<file path="src/logic/dac_ctrl_pkg.sv">
package dac_ctrl_pkg;
  localparam int SAMPLE_W   = 14;
  localparam int FIFO_DEPTH = 8;
  localparam int APB_AW     = 12;

  // apb register map
  localparam logic [11:0] CTRL_OFS   = 12'h000;
  localparam logic [11:0] STATUS_OFS = 12'h004;
  localparam logic [11:0] SERCFG_OFS = 12'h008;
  localparam logic [31:0] CTRL_RESET = 32'h0000_0001;
  localparam int CTRL_RUN_BIT        = 0;
  localparam int STAT_SPI_BIT        = 0;
  localparam int STAT_TWOS_BIT       = 1;
  localparam int STAT_DIFF_BIT       = 2;
  localparam int STAT_PDOWN_BIT      = 3;
  localparam int STAT_BUSY_BIT       = 4;
  localparam int STAT_LEVEL_LSB      = 8;

  // serial frame: r/w bit, 7-bit address, 8 data bits, msb first
  localparam logic [2:0] SPI_PHASE_LAST = 3'h7;
  localparam logic [6:0] SPI_CFG_ADDR   = 7'h00;
  localparam logic [7:0] SPI_CFG_RESET  = 8'h00;
  localparam int CFG_TWOS_BIT           = 0;
  localparam int CFG_DIFF_BIT           = 1;
  localparam int CFG_PDOWN_BIT          = 2;

  typedef enum logic [2:0] {
    SPI_IDLE  = 3'b000,
    SPI_CMD   = 3'b001,
    SPI_WDATA = 3'b010,
    SPI_RDATA = 3'b011,
    SPI_DONE  = 3'b100
  } spi_state_t;
endpackage

</file>
<file path="src/logic/sample_fifo.sv">
`timescale 1ns/10ps
module sample_fifo #(
  parameter int WIDTH = 14,
  parameter int DEPTH = 8
) (
  input  wire logic                     clk,
  input  wire logic                     rst_n,
  input  wire logic                     in_valid,
  output logic                          in_ready,
  input  wire logic [WIDTH-1:0]         in_data,
  output logic                          out_valid,
  input  wire logic                     out_ready,
  output logic [WIDTH-1:0]              out_data,
  output logic [$clog2(DEPTH):0]        level
);
  localparam int AW = $clog2(DEPTH);

  logic [WIDTH-1:0] mem_reg [DEPTH];
  logic [AW-1:0]    wr_reg;
  logic [AW-1:0]    rd_reg;
  logic [AW:0]      cnt_reg;
  logic             push;
  logic             pop;

  assign in_ready  = cnt_reg != (AW+1)'(DEPTH);
  assign out_valid = cnt_reg != '0;
  assign push      = in_valid && in_ready;
  assign pop       = out_valid && out_ready;
  assign out_data  = mem_reg[rd_reg];
  assign level     = cnt_reg;

  always_ff @(posedge clk) begin
    if (push) begin
      mem_reg[wr_reg] <= in_data;
    end
  end

  always_ff @(posedge clk or negedge rst_n) begin
    if (!rst_n) begin
      wr_reg  <= '0;
      rd_reg  <= '0;
      cnt_reg <= '0;
    end else begin
      if (push) begin
        wr_reg <= (wr_reg == AW'(DEPTH-1)) ? '0 : wr_reg + 1'b1;
      end
      if (pop) begin
        rd_reg <= (rd_reg == AW'(DEPTH-1)) ? '0 : rd_reg + 1'b1;
      end
      if (push && !pop) begin
        cnt_reg <= cnt_reg + 1'b1;
      end else if (pop && !push) begin
        cnt_reg <= cnt_reg - 1'b1;
      end
    end
  end
endmodule

</file>
<file path="src/logic/dac_pin_spi_ctrl.sv">
// Local design decisions: the APB interface to the registers and the register addresses.
`timescale 1ns/10ps
module dac_pin_spi_ctrl #(
  parameter int SAMPLE_W   = dac_ctrl_pkg::SAMPLE_W,
  parameter int FIFO_DEPTH = dac_ctrl_pkg::FIFO_DEPTH
) (
  input  wire logic                          CORE_CLK,
  input  wire logic                          RST_N,
  input  wire logic                          PSEL,
  input  wire logic                          PENABLE,
  input  wire logic                          PWRITE,
  input  wire logic [dac_ctrl_pkg::APB_AW-1:0] PADDR,
  input  wire logic [31:0]                   PWDATA,
  output logic [31:0]                        PRDATA,
  output logic                               PREADY,
  output logic                               PSLVERR,
  input  wire logic                          INTERFACE_SELECT,
  input  wire logic                          FORMAT_STRAP_OR_SDIO_I,
  output logic                               SDIO_O,
  output logic                               SDIO_OE,
  input  wire logic                          CLOCK_TYPE_STRAP_OR_SERIAL_CLOCK,
  input  wire logic                          POWERDOWN_OR_CHIP_SELECT_N,
  input  wire logic                          SAMPLE_VALID,
  output logic                               SAMPLE_READY,
  input  wire logic [SAMPLE_W-1:0]           SAMPLE_WORD,
  output logic [SAMPLE_W-1:0]                PRIMARY_CURRENT_OUT,
  output logic [SAMPLE_W-1:0]                COMPLEMENTARY_CURRENT_OUT,
  output logic                               SPI_MODE,
  output logic                               TWOS_COMPLEMENT,
  output logic                               DIFF_CLOCK_SEL,
  output logic                               POWER_DOWN
);
  localparam int LW = $clog2(FIFO_DEPTH) + 1;

  dac_ctrl_pkg::spi_state_t state_reg;
  logic                spi_mode;
  logic                cs_active;
  logic                sclk_q_reg;
  logic                sclk_rise;
  logic                sclk_fall;
  logic [2:0]          bit_cnt_reg;
  logic [6:0]          shift_reg;
  logic [7:0]          cmd_byte;
  logic [7:0]          data_byte;
  logic [6:0]          addr_reg;
  logic [7:0]          rd_shift_reg;
  logic [7:0]          spi_rdata;
  logic                sdo_reg;
  logic [7:0]          cfg_reg;
  logic                twos_next;
  logic                diff_next;
  logic                pdown_next;
  logic                spi_mode_reg;
  logic                twos_reg;
  logic                diff_reg;
  logic                pdown_reg;
  logic [31:0]         ctrl_reg;
  logic [31:0]         prdata_reg;
  logic [31:0]         rd_mux;
  logic                apb_setup;
  logic                apb_write;
  logic                addr_ok;
  logic                fifo_valid;
  logic                fifo_pop_ready;
  logic                fifo_pop;
  logic [SAMPLE_W-1:0] fifo_data;
  logic [LW-1:0]       fifo_level;
  logic [SAMPLE_W-1:0] prim_reg;
  logic [SAMPLE_W-1:0] msb_flip;

  ////////////////////////////////////////////////////////////////////////////
  // mode and effective settings

  assign spi_mode = !INTERFACE_SELECT;

  // strap meanings ignored while serial mode is selected
  always_comb begin
    if (spi_mode) begin
      twos_next  = cfg_reg[dac_ctrl_pkg::CFG_TWOS_BIT];
      diff_next  = cfg_reg[dac_ctrl_pkg::CFG_DIFF_BIT];
      pdown_next = cfg_reg[dac_ctrl_pkg::CFG_PDOWN_BIT];
    end else begin
      twos_next  = FORMAT_STRAP_OR_SDIO_I;
      diff_next  = CLOCK_TYPE_STRAP_OR_SERIAL_CLOCK;
      pdown_next = POWERDOWN_OR_CHIP_SELECT_N;
    end
  end

  always_ff @(posedge CORE_CLK or negedge RST_N) begin
    if (!RST_N) begin
      spi_mode_reg <= 1'b0;
      twos_reg     <= 1'b0;
      diff_reg     <= 1'b0;
      pdown_reg    <= 1'b0;
    end else begin
      spi_mode_reg <= spi_mode;
      twos_reg     <= twos_next;
      diff_reg     <= diff_next;
      pdown_reg    <= pdown_next;
    end
  end

  assign SPI_MODE        = spi_mode_reg;
  assign TWOS_COMPLEMENT = twos_reg;
  assign DIFF_CLOCK_SEL  = diff_reg;
  assign POWER_DOWN      = pdown_reg;

  ////////////////////////////////////////////////////////////////////////////
  // serial port: sample on serial clock rise, drive on fall

  assign cs_active = spi_mode && !POWERDOWN_OR_CHIP_SELECT_N;
  assign sclk_rise = cs_active && CLOCK_TYPE_STRAP_OR_SERIAL_CLOCK && !sclk_q_reg;
  assign sclk_fall = cs_active && !CLOCK_TYPE_STRAP_OR_SERIAL_CLOCK && sclk_q_reg;
  assign cmd_byte  = {shift_reg, FORMAT_STRAP_OR_SDIO_I};
  assign data_byte = cmd_byte;
  assign spi_rdata = (cmd_byte[6:0] == dac_ctrl_pkg::SPI_CFG_ADDR) ? cfg_reg : 8'h00;

  always_ff @(posedge CORE_CLK or negedge RST_N) begin
    if (!RST_N) begin
      sclk_q_reg <= 1'b0;
    end else begin
      sclk_q_reg <= CLOCK_TYPE_STRAP_OR_SERIAL_CLOCK;
    end
  end

  always_ff @(posedge CORE_CLK or negedge RST_N) begin
    if (!RST_N) begin
      state_reg    <= dac_ctrl_pkg::SPI_IDLE;
      bit_cnt_reg  <= 3'h0;
      shift_reg    <= 7'h00;
      addr_reg     <= 7'h00;
      rd_shift_reg <= 8'h00;
    end else if (!cs_active) begin
      // chip select high aborts any partial frame
      state_reg   <= dac_ctrl_pkg::SPI_IDLE;
      bit_cnt_reg <= 3'h0;
    end else begin
      case (state_reg)
        dac_ctrl_pkg::SPI_IDLE: begin
          state_reg   <= dac_ctrl_pkg::SPI_CMD;
          bit_cnt_reg <= 3'h0;
        end
        dac_ctrl_pkg::SPI_CMD: begin
          if (sclk_rise) begin
            shift_reg   <= cmd_byte[6:0];
            bit_cnt_reg <= bit_cnt_reg + 3'h1;
            if (bit_cnt_reg == dac_ctrl_pkg::SPI_PHASE_LAST) begin
              addr_reg     <= cmd_byte[6:0];
              rd_shift_reg <= spi_rdata;
              state_reg    <= cmd_byte[7] ? dac_ctrl_pkg::SPI_RDATA
                                          : dac_ctrl_pkg::SPI_WDATA;
            end
          end
        end
        dac_ctrl_pkg::SPI_WDATA: begin
          if (sclk_rise) begin
            shift_reg   <= cmd_byte[6:0];
            bit_cnt_reg <= bit_cnt_reg + 3'h1;
            if (bit_cnt_reg == dac_ctrl_pkg::SPI_PHASE_LAST) begin
              state_reg <= dac_ctrl_pkg::SPI_DONE;
            end
          end
        end
        dac_ctrl_pkg::SPI_RDATA: begin
          if (sclk_fall) begin
            rd_shift_reg <= {rd_shift_reg[6:0], 1'b0};
          end
          if (sclk_rise) begin
            bit_cnt_reg <= bit_cnt_reg + 3'h1;
            if (bit_cnt_reg == dac_ctrl_pkg::SPI_PHASE_LAST) begin
              state_reg <= dac_ctrl_pkg::SPI_DONE;
            end
          end
        end
        default: begin
          // extra clocks after a frame are ignored until deselect
          state_reg <= dac_ctrl_pkg::SPI_DONE;
        end
      endcase
    end
  end

  // read data leaves msb first, one bit per falling serial clock
  always_ff @(posedge CORE_CLK or negedge RST_N) begin
    if (!RST_N) begin
      sdo_reg <= 1'b0;
    end else if (state_reg == dac_ctrl_pkg::SPI_RDATA && sclk_fall) begin
      sdo_reg <= rd_shift_reg[7];
    end
  end

  assign SDIO_O  = sdo_reg;
  assign SDIO_OE = cs_active && state_reg == dac_ctrl_pkg::SPI_RDATA;

  // select held high keeps the serial register at its default
  always_ff @(posedge CORE_CLK or negedge RST_N) begin
    if (!RST_N) begin
      cfg_reg <= dac_ctrl_pkg::SPI_CFG_RESET;
    end else if (INTERFACE_SELECT) begin
      cfg_reg <= dac_ctrl_pkg::SPI_CFG_RESET;
    end else if (cs_active && state_reg == dac_ctrl_pkg::SPI_WDATA && sclk_rise
                 && bit_cnt_reg == dac_ctrl_pkg::SPI_PHASE_LAST
                 && addr_reg == dac_ctrl_pkg::SPI_CFG_ADDR) begin
      cfg_reg <= data_byte;
    end
  end

  ////////////////////////////////////////////////////////////////////////////
  // sample path

  // host keeps msb at the top bit; a full fifo stalls it
  sample_fifo #(
    .WIDTH (SAMPLE_W),
    .DEPTH (FIFO_DEPTH)
  ) u_fifo (
    .clk       (CORE_CLK),
    .rst_n     (RST_N),
    .in_valid  (SAMPLE_VALID),
    .in_ready  (SAMPLE_READY),
    .in_data   (SAMPLE_WORD),
    .out_valid (fifo_valid),
    .out_ready (fifo_pop_ready),
    .out_data  (fifo_data),
    .level     (fifo_level)
  );

  // powered down or stopped: fifo backs up rather than dropping words
  assign fifo_pop_ready = ctrl_reg[dac_ctrl_pkg::CTRL_RUN_BIT] && !pdown_reg;
  assign fifo_pop       = fifo_valid && fifo_pop_ready;
  assign msb_flip       = {twos_reg, {(SAMPLE_W-1){1'b0}}};

  always_ff @(posedge CORE_CLK or negedge RST_N) begin
    if (!RST_N) begin
      prim_reg <= '0;
    end else if (fifo_pop) begin
      prim_reg <= fifo_data ^ msb_flip;
    end
  end

  assign PRIMARY_CURRENT_OUT       = prim_reg;
  assign COMPLEMENTARY_CURRENT_OUT = ~prim_reg;

  ////////////////////////////////////////////////////////////////////////////
  // apb slave, zero wait states

  assign apb_setup = PSEL && !PENABLE;
  assign apb_write = PSEL && PENABLE && PWRITE;
  assign addr_ok   = PADDR == dac_ctrl_pkg::CTRL_OFS || PADDR == dac_ctrl_pkg::STATUS_OFS
                     || PADDR == dac_ctrl_pkg::SERCFG_OFS;

  always_comb begin
    rd_mux = 32'h0000_0000;
    if (PADDR == dac_ctrl_pkg::CTRL_OFS) begin
      rd_mux = ctrl_reg;
    end else if (PADDR == dac_ctrl_pkg::STATUS_OFS) begin
      rd_mux[dac_ctrl_pkg::STAT_SPI_BIT]   = spi_mode_reg;
      rd_mux[dac_ctrl_pkg::STAT_TWOS_BIT]  = twos_reg;
      rd_mux[dac_ctrl_pkg::STAT_DIFF_BIT]  = diff_reg;
      rd_mux[dac_ctrl_pkg::STAT_PDOWN_BIT] = pdown_reg;
      rd_mux[dac_ctrl_pkg::STAT_BUSY_BIT]  = state_reg != dac_ctrl_pkg::SPI_IDLE;
      rd_mux[dac_ctrl_pkg::STAT_LEVEL_LSB +: LW] = fifo_level;
    end else if (PADDR == dac_ctrl_pkg::SERCFG_OFS) begin
      rd_mux[7:0] = cfg_reg;
    end
  end

  // read data captured in the setup cycle so it leaves a flip-flop
  always_ff @(posedge CORE_CLK or negedge RST_N) begin
    if (!RST_N) begin
      prdata_reg <= 32'h0000_0000;
    end else if (apb_setup) begin
      prdata_reg <= rd_mux;
    end
  end

  always_ff @(posedge CORE_CLK or negedge RST_N) begin
    if (!RST_N) begin
      ctrl_reg <= dac_ctrl_pkg::CTRL_RESET;
    end else if (apb_write && PADDR == dac_ctrl_pkg::CTRL_OFS) begin
      ctrl_reg <= {31'h0000_0000, PWDATA[dac_ctrl_pkg::CTRL_RUN_BIT]};
    end
  end

  assign PRDATA  = prdata_reg;
  assign PREADY  = 1'b1;
  assign PSLVERR = PSEL && PENABLE && !addr_ok;
endmodule

</file>
<file path="config.mk">
export PLATFORM = sky130hd
export DESIGN_NAME = dac_pin_spi_ctrl
export DESIGN_NICKNAME = d
export VERILOG_FILES = /design/src/logic/dac_ctrl_pkg.sv /design/src/logic/sample_fifo.sv /design/src/logic/dac_pin_spi_ctrl.sv
export SDC_FILE = /design/constraint.sdc
export NUM_CORES = 1
export LEC_CHECK = 0
export BUFFER_PORTS_ARGS = -buffer_cell sky130_fd_sc_hd__buf_4
export CAP_MARGIN = 40
export CORE_MARGIN = 5
export CORE_UTILIZATION = 50
export CTS_BUF_LIST = sky130_fd_sc_hd__clkbuf_16
export DETAILED_ROUTE_END_ITERATION = 8
export PLACE_DENSITY = 0.75
export SETUP_SLACK_MARGIN = 0.1
export SYNTH_ARGS = -nofsm -noshare
export SYNTH_HDL_FRONTEND = slang
export SYNTH_HIERARCHICAL = 1
export SYNTH_SLANG_ARGS = --single-unit
</file>
<file path="constraint.sdc">
create_clock -name CORE_CLK -period 2.8 [get_ports CORE_CLK]
set_clock_uncertainty 0.05 [all_clocks]
set_input_delay 0.42 -clock CORE_CLK [delete_from_list [all_inputs] [get_ports CORE_CLK]]
set_output_delay 0.42 -clock CORE_CLK [all_outputs]
set_load 0.005 [all_outputs]
</file>
Word-level counts from Yosys, hierarchy flattened
Memories as Yosys holds them, arrays and structs flattened.
Cells that the tools add are included.
{ "classes": {"addsub": 5, "n_bitwise": 2, "mux": 31, "reduce_logical": 49, "n_eq_ne": 18} }
{ "ops": {"columns": ["operator", "n"], "rows": [
  ["$mux 8", 7],
  ["$mux 3", 10],
  ["$logic_and 1x1->1", 21],
  ["$pmux 8 s2", 1],
  ["$logic_not 7->1", 2],
  ["$not 14->14", 1],
  ["$xor 14x14->14", 1],
  ["$eq 12x3->1 const B", 1],
  ["$eq 12x4->1 const B", 1],
  ["$logic_not 12->1", 1],
  ["$mux 12", 1],
  ["$mux 4", 3],
  ["$ne 3x2->1 const B", 4],
  ["$add 3x1->3 const B", 3],
  ["$eq 3x3->1 const B", 3],
  ["$logic_not 1->1", 9],
  ["$pmux 3 s3", 1],
  ["$reduce_and 4->1", 2],
  ["$eq 3x2->1 const B", 2],
  ["$mux 1", 6],
  ["$ne 2x2->1 const B", 3],
  ["$ne 3x3->1 const B", 2],
  ["$pmux 3 s2", 1],
  ["$reduce_bool 2->1", 3],
  ["other kinds (14)", 16]
]} }
{ "word_totals": {"memories": 1, "regBits": 79, "out_inout_bits": 69, "mem_bits_rw": 112} }
{ "mem_list": {"columns": ["name", "words", "word_bits", "rd", "rd_clocked_by_memory_dff", "wr", "line", "source"], "rows": [
  ["u_fifo.mem_reg", 8, 14, 1, 0, 1, "sample_fifo.sv:18", "logic [WIDTH-1:0] mem_reg [DEPTH];"]
]} }

Longest topological paths before layout
Gate-level depths: netlist of the first run.
{ "logic_depth": {"depth_word": 9, "ltp_mapped": 9} }

Hierarchy
Netlist of the first run, hierarchy kept.
{ "modules_own_cells": {"columns": ["module", "seq_area_each_um2", "instances", "cells_per_inst", "area_per_inst_um2"], "rows": [
  ["sample_fifo", 3613.5, 1, 226, 4984.8],
  ["dac_pin_spi_ctrl", 1727.9, 1, 270, 3205.6]
]} }

Worst setup path after synthesis of the first run
Ideal clock, no wire load.
{ "synth_path": {"path_kind": "register to register", "from": "register u_fifo.cnt_reg[0], in the netlist u_fifo/level[0]", "to": "register u_fifo.cnt_reg[3], in the netlist u_fifo/level[3]", "setup_time_ns": 0.131, "period_less_slack_ns": 2.695, "n_path_buf": 0, "arrival_ns": 2.514, "stages_incl_launch_ff": 10, "t_required_ns": 2.619, "slack_ns": 0.105, "path_cell_list": "dfrtp_1 or4b_4 nand2_4 inv_1 ha_1 inv_1 ha_1 or4_1 o211ai_1 o211ai_1"} }
{ "synth_via": {"elab_chain_len": 5} }
{ "synth_rtl": {"columns": ["item", "line", "source"], "rows": [
  ["start: declaration", "sample_fifo.sv:21", "logic [AW:0] cnt_reg;"],
  ["start signal: assignment", "sample_fifo.sv:51", "cnt_reg <= cnt_reg + 1'b1;"],
  ["start signal: assignment", "sample_fifo.sv:53", "cnt_reg <= cnt_reg - 1'b1;"],
  ["$ne 4x4->1 (*)", "sample_fifo.sv:25", "assign in_ready = cnt_reg != (AW+1)'(DEPTH);"],
  ["net SAMPLE_READY", "dac_pin_spi_ctrl.sv:24", "output logic SAMPLE_READY,"],
  ["$logic_and 1x1->1 (*)", "sample_fifo.sv:27", "assign push = in_valid && in_ready;"],
  ["net u_fifo.push", "sample_fifo.sv:22", "logic push;"],
  ["$logic_not 1->1", "sample_fifo.sv:52", "end else if (pop && !push) begin"],
  ["$logic_and 1x1->1", "sample_fifo.sv:52", null],
  ["$reduce_bool 2->1 (no source line)", null, null]
]} }
The timed path passes the listed nets; every way through them passes the cells marked *. The select of a mux whose other input is x is not followed.
A chain may end at the register's enable or synchronous reset.

Final worst setup path of the first run
{ "layout_path": {"from": "register u_fifo.cnt_reg[1], in the netlist u_fifo/level[1]", "to": "register u_fifo.cnt_reg[3], in the netlist u_fifo/level[3]"} }
{ "layout_via": {"elab_chain_len": 5} }
{ "layout_rtl": {"columns": ["item", "line", "source"], "rows": [
  ["$reduce_bool 4->1 (*)", "sample_fifo.sv:26", "assign out_valid = cnt_reg != '0;"],
  ["net fifo_valid", "dac_pin_spi_ctrl.sv:63", "logic fifo_valid;"],
  ["$logic_and 1x1->1 (*)", "sample_fifo.sv:28", "assign pop = out_valid && out_ready;"],
  ["$logic_not 1->1", "sample_fifo.sv:50", "if (push && !pop) begin"],
  ["$logic_and 1x1->1", "sample_fifo.sv:50", null],
  ["$mux 4 / $reduce_bool 2->1 (equally long branches)", null, null]
]} }
Marked as above.

==> results of run 1 <==
-- power groups by stage --
stage	logic [mW]	clock network (mW)	registers, mW
final	0.887	2.43	3.47
after global routing	0.971	2.63	3.50
after CTS	0.875	2.49	3.47
after detailed placement	0.852	0	3.53
after global placement	0.793	0	3.50
after floorplan	0.517	0	3.47
-- cells by family after synthesis --
group,share of synthesized area (%)
flip-flops,65.2
AND/OR/NAND/NOR,6.97
multiplexers,17.5
buffers and inverters,4.09
AO/OA/AOI/OAI,4.12
adder cells (fa/ha/maj),1.62
XOR/XNOR,0.428
other,0.0917
-- cell usage in the layout (no fill, tap or decap), types with 3 or more instances in the layout --
cell / count
nor4_1: 4
edfxtp_1: 112
nand2b_1: 3
nor2b_1: 9
dfrtp_1: 77
and2_1: 4
nand3_1: 7
inv_6: 5
nor3_2: 3
mux2_4: 7
nor2_1: 14
buf_4: 101
conb_1: 21
a221o_1: 4
inv_1: 20
inv_8: 3
ha_1: 7
a22o_1: 7
clkbuf_16: 17
a21o_1: 3
nand2_1: 18
nor3_1: 4
a22oi_1: 9
o211ai_1: 3
o21ai_0: 9
mux2i_1: 3
a21oi_1: 8
mux2_2: 50
mux4_1: 27
-- what timing repair did --
action	CTS	global route
resized for setup	4	0
pin swaps	0	0
endpoints found under the setup margin	1	1
hold buffers	1	0
hold endpoints to repair	20	0
buffers inserted	0	2
-- per-stage QoR --
stage | power [mW] | instances | utilization [%] | setup slack [ns]
finish | 6.79 | 829 | 60.9 | 0.172
global placement | 4.29 | 793 | 56.7 | 0.105
global route | 7.09 | 829 | 60.9 | 0.104
CTS | 6.84 | 827 | 60.8 | 0.150
detailed placement | 4.38 | 794 | 56.9 | -0.0404
floorplan | 3.99 | 515 | - | 0.105
-- final timing paths --
path | cells after the start | endpoint | start | slack, ns
max reg2reg | 8 | u_fifo/level[3]$_DFFE_PN0P_ | u_fifo/level[1]$_DFFE_PN0P_ | 0.17
min | 1 | sclk_q_reg$_DFF_PN0_ | CLOCK_TYPE_STRAP_OR_SERIAL_CLOCK | 0.09
max in group asynchronous | 3 | ctrl_reg[0]$_DFFE_PN1P_ | RST_N | 1.67
min reg2reg | 2 | rd_shift_reg[5]$_DFFE_PN0P_ | rd_shift_reg[5]$_DFFE_PN0P_ | 0.44
min in group asynchronous | 2 | PRDATA[0]$_DFFE_PN0P_ | RST_N | 0.41
max | 8 | u_fifo/level[3]$_DFFE_PN0P_ | u_fifo/level[1]$_DFFE_PN0P_ | 0.17
-- routing by layer --
| layer | wire length [um] | vias up | global-route usage, % |
|---|---|---|---|
| li1 | - | 2081 | - |
| met1 | 6530 | 2298 | 22.3 |
| met2 | 7940 | 123 | 28.2 |
| met3 | 1090 | 15 | 4.90 |
| met4 | 194 | 0 | 5.71 |
| met5 | 0 | - | 0 |
-- final cells by class --
type,count,share of cell area (%)
tap,216,2.77
multi-input combinational,265,27.1
clock buffer,17,4.37
timing repair buffer,104,8.37
clock inverter,15,1.77
inverter,21,0.809
sequential,191,54.8
==> impl_metrics.ini, run 1 <==
[status]
status = finished clean

[timing]
max-slew-margin-rel_pct = 55.9
worst_hold_slack_ns = 0.0916
period_share_pct = 93.9
finalSetupViolCount = 0
worst_slew_pin_slew_ns = 0.661
rsz0062_at_grt = no
setup_tns_ns = 0
hold_viol_final = 0
slew_viol_final = 0
fmax_mhz = 381
fin_crit_ns = 2.63

[clock_network]
clk_latency_ns = 0.43
cts_sinks = 191
htreeDepth = 4
cts_max_path_buffers = 2
clk_pin_slew_ns = 0.07
cts_tree = yes
cts_root_buffer = clkbuf_16
cts_buffers = 17

[pwr]
p_int_mw = 5.06
p_sw_mw = 1.73
ir_worst_vdd_v = 0.000522
pwr-share-clk_pct = 35.9
switching_share_pct = 25.5
pwr_density_cell_nw_per_um2 = 697
pwr-share-comb_pct = 13.1
power.leakage_nw = 3.96
seq_power_share_pct = 51.1

[yosys]
synth_top_area_share_pct = 41.1
synth_most_common_cell = edfxtp_1
ys.flop_type = edfxtp_1
synth_seq_area_share_pct = 65.2
async_flop_share_pct = 41.4
synth_edf_count = 112
synth_area_per_cell_sq_um = 16.5
synth-warning-count = 6
netlist_top_cells_count = edfxtp_1, dfrtp_1, mux2_2
syn_inst = 496
synthesis.area_sq_um = 8190
ys_seq_elements = 191
yosys.area.top_type = edfxtp_1
yosys-top-cells-area = edfxtp_1, dfrtp_1, mux4_1, mux2_2, buf_4
synthDistinctLibCells = 61

[drt]
routed_via_density = 5.45
ant_nets = 0
drtPass1Iterations = 5
drc = 0
wl_per_cell_um = 19.0
vias = 4517
drtIter0Drc = 318
wl_um = 15700

[layout]
drive_above_1_share_pct = 35.2
multi_input_area_sq_um = 2640
regArea_sq_um = 5340
area_growth_pct = 19.0
largest_register_ff_count = 112
num-nets-final = 678
antenna_cells = 0
num-fill-cells = 1220
finalInstanceArea_sq_um = 9740

[worst_setup_path]
slowest_stage = or4_4
max_stage_delay_ns = 0.56
worstPathCellList = or4_4 > nand2_2 > ha_2 > inv_2 > ha_4 > or4_1 > o211ai_1 > o211ai_1
critPathTopFamily = simple AND/OR/NAND/NOR gates
critPathBufInv = 1
crit_arrival_ns = 2.88
start_kind = register
required_ns = 3.05
end_kind = register
critPathMostFrequentCell = o211ai_1
crit_fanout = 6
path_class = register to register

[floorplanning]
rows = 46
dieArea_sq_um = 19000
core_sq_um = 16000
start_util_pct = 51.2
die_w_um = 138
io_pins = 137
die_h_um = 138

[grt]
grt_overflow = 0
grt_pass1_wl_um = 24300
grt_usage_pct = 17.2
grt_start_max_net_pins = 60
antenna_found_initial = 0
grt_pass1_vias = 4579

[placement]
hpwl_um = 10200
placed_area_sq_um = 9100
port-buffer-count = 84
gp_congestion = 0.808

[flow_run]
max_cap_viol_count = 0

[worst_hold_path]
min_path_type = input port to register
No activity file was read; power rests on OpenSTA's default activity.
==> inputs of run 2 (changes only) <==
--- a/config.mk
+++ b/config.mk
@@ -11,7 +11,7 @@
 export CORE_UTILIZATION = 50
 export CTS_BUF_LIST = sky130_fd_sc_hd__clkbuf_16
 export DETAILED_ROUTE_END_ITERATION = 8
-export PLACE_DENSITY = 0.75
+export PLACE_DENSITY = 0.72
 export SETUP_SLACK_MARGIN = 0.1
 export SYNTH_ARGS = -nofsm -noshare
 export SYNTH_HDL_FRONTEND = slang
==> constraint.sdc (replaced) <==
create_clock -name CORE_CLK -period 2.74 [get_ports CORE_CLK]
set_clock_uncertainty 0.05 [all_clocks]
set_input_delay 0.411 -clock CORE_CLK [delete_from_list [all_inputs] [get_ports CORE_CLK]]
set_output_delay 0.411 -clock CORE_CLK [all_outputs]
set_load 0.005 [all_outputs]
==> impl_metrics.ini, run 2 (synthesis gave the netlist of run 1 again) <==
[timing]
fin_crit_ns = 2.56
fmax_mhz = 390
max-slew-margin-rel_pct = 54.4
finalSetupViolCount = 0
period_share_pct = 93.6
worst_hold_slack_ns = 0.0667
setup_tns_ns = 0
rsz0062_at_grt = no
worst_slew_pin_slew_ns = 0.684
slew_viol_final = 0
hold_viol_final = 0

[drt]
drc = 0
drtPass1Iterations = 4
vias = 4493
ant_nets = 0
wl_per_cell_um = 19.1
drtIter0Drc = 249
wl_um = 15900
routed_via_density = 5.41

[layout]
drive_above_1_share_pct = 35.3
area_growth_pct = 19.1
final_common_cell = edfxtp_1
largest_register_ff_count = 112
antenna_cells = 0
num-fill-cells = 1204
num-nets-final = 679
layout_common_cells = edfxtp_1, buf_4, dfrtp_1
final_core_util_pct = 61.0

[pwr]
seq_power_share_pct = 50.7
p_sw_mw = 1.81
p_int_mw = 5.18
power.leakage_nw = 3.96
ir_worst_vdd_v = 0.000677
pwr-share-comb_pct = 12.8
pwr_density_cell_nw_per_um2 = 717
switching_share_pct = 25.8
pwr-share-clk_pct = 36.5

[worst_hold_path]
hp-start = CLOCK_TYPE_STRAP_OR_SERIAL_CLOCK
hold_end = sclk_q_reg$_DFF_PN0_
hold_path_depth = 1
min_path_type = input port to register

[worst_setup_path]
max_stage_delay_ns = 0.58
critPathMostFrequentCell = o211ai_1
start_kind = register
crit_fanout = 5
critPathBufInv = 2
r2r_cells = 9
worstPathCellList = or4b_4 > nand2_4 > inv_1 > ha_1 > inv_2 > ha_4 > or4_1 > o211ai_1 > o211ai_1
required_ns = 3.00
slowest_stage = or4b_4
r2r-start = u_fifo/level[2]$_DFFE_PN0P_
crit_arrival_ns = 2.82
path_class = register to register
r2r_end = u_fifo/level[3]$_DFFE_PN0P_
end_kind = register
critPathTopFamily = simple AND/OR/NAND/NOR gates
reg2reg_slack_ns = 0.18

[clock_network]
cts_max_path_buffers = 2
clk_latency_ns = 0.45
htreeDepth = 4
cts_tree = yes
cts_buffers = 17
cts_root_buffer = clkbuf_16
cts_sinks = 191
clk_pin_slew_ns = 0.07

[grt]
grt_overflow = 0
grt_usage_pct = 17.7
grt_pass1_vias = 4689
grt_pass1_wl_um = 25000
grt_start_max_net_pins = 80
antenna_found_initial = 0

[placement]
hpwl_um = 10200
gp_congestion = 0.812
port-buffer-count = 84

[floorplanning]
die_h_um = 138
core_sq_um = 16000
dieArea_sq_um = 19000
rows = 46
die_w_um = 138
io_pins = 137
start_util_pct = 51.2

[status]
status = finished clean

[flow_run]
max_cap_viol_count = 0
[run 2: power groups by stage]
stage                     registers [mW]  logic [mW]  clock network, mW
after floorplan                     3.55       0.529                  0
after global placement              3.57       0.795                  0
after detailed placement            3.61       0.851                  0
after CTS                           3.55       0.888               2.60
after global routing                3.57       0.980               2.72
final                               3.54       0.898               2.55
[run 2: final cells by class]
cell class                      count  area, sq um  area share (%)
Clock buffer                       17          425            4.36
Multi-Input combinational cell    265         2620            26.9
Inverter                           21         78.8           0.808
Timing Repair Buffer              105          816            8.36
Clock inverter                     15          194            1.99
Tap cell                          216          270            2.77
Sequential cell                   191         5350            54.8
[run 2: worst max path at each step]
stage | to | cells past startpoint | from
global placement | u_fifo/level[3]$_DFFE_PN0P_ | 8 | u_fifo/level[1]$_DFFE_PN0P_
floorplan | u_fifo/level[3]$_DFFE_PN0P_ | 9 | u_fifo/level[0]$_DFFE_PN0P_
finish | u_fifo/level[3]$_DFFE_PN0P_ | 9 | u_fifo/level[2]$_DFFE_PN0P_
CTS | u_fifo/level[3]$_DFFE_PN0P_ | 9 | u_fifo/level[2]$_DFFE_PN0P_
detailed placement | u_fifo/level[3]$_DFFE_PN0P_ | 8 | u_fifo/level[1]$_DFFE_PN0P_
global route | u_fifo/level[3]$_DFFE_PN0P_ | 9 | u_fifo/level[2]$_DFFE_PN0P_
[run 2: metrics by stage]
stage               cell area (sq um)  power, mW  instances  worst slack (ns)
finish                           9750       6.99        830             0.176
global route                     9750       7.28        830            0.0891
CTS                              9740       7.04        828             0.117
detailed placement               9090       4.46        794            0.0616
global placement                 9090       4.37        794             0.152
floorplan                        8260       4.08        515             0.107
[run 2: timing repair]
| item | 4_1_cts | 5_1_grt |
|---|---|---|
| endpoints found under the setup margin | 1 | 1 |
| gates resized for setup | 2 | 1 |
| hold endpoints to repair | 78 | 0 |
| hold buffers | 1 | 0 |
| pin swaps | 0 | 0 |
| setup buffers | 1 | 2 |
[run 2: worst register-to-register path, cell delays in order (launching register included)]
cell and delay (ns):
dfrtp_2 0.44, or4b_4 0.58, nand2_4 0.08, inv_1 0.04, ha_1 0.21, inv_2 0.09, ha_4 0.22, or4_1 0.52
o211ai_1 0.11, o211ai_1 0.11
[run 2: per-layer routing]
metal	wire length (um)	vias to the layer above	global-route usage [%]
li1	-	2071	-
met1	6410	2289	22.3
met2	8400	121	30.2
met3	889	12	4.25
met4	179	0	6.15
met5	0	-	0
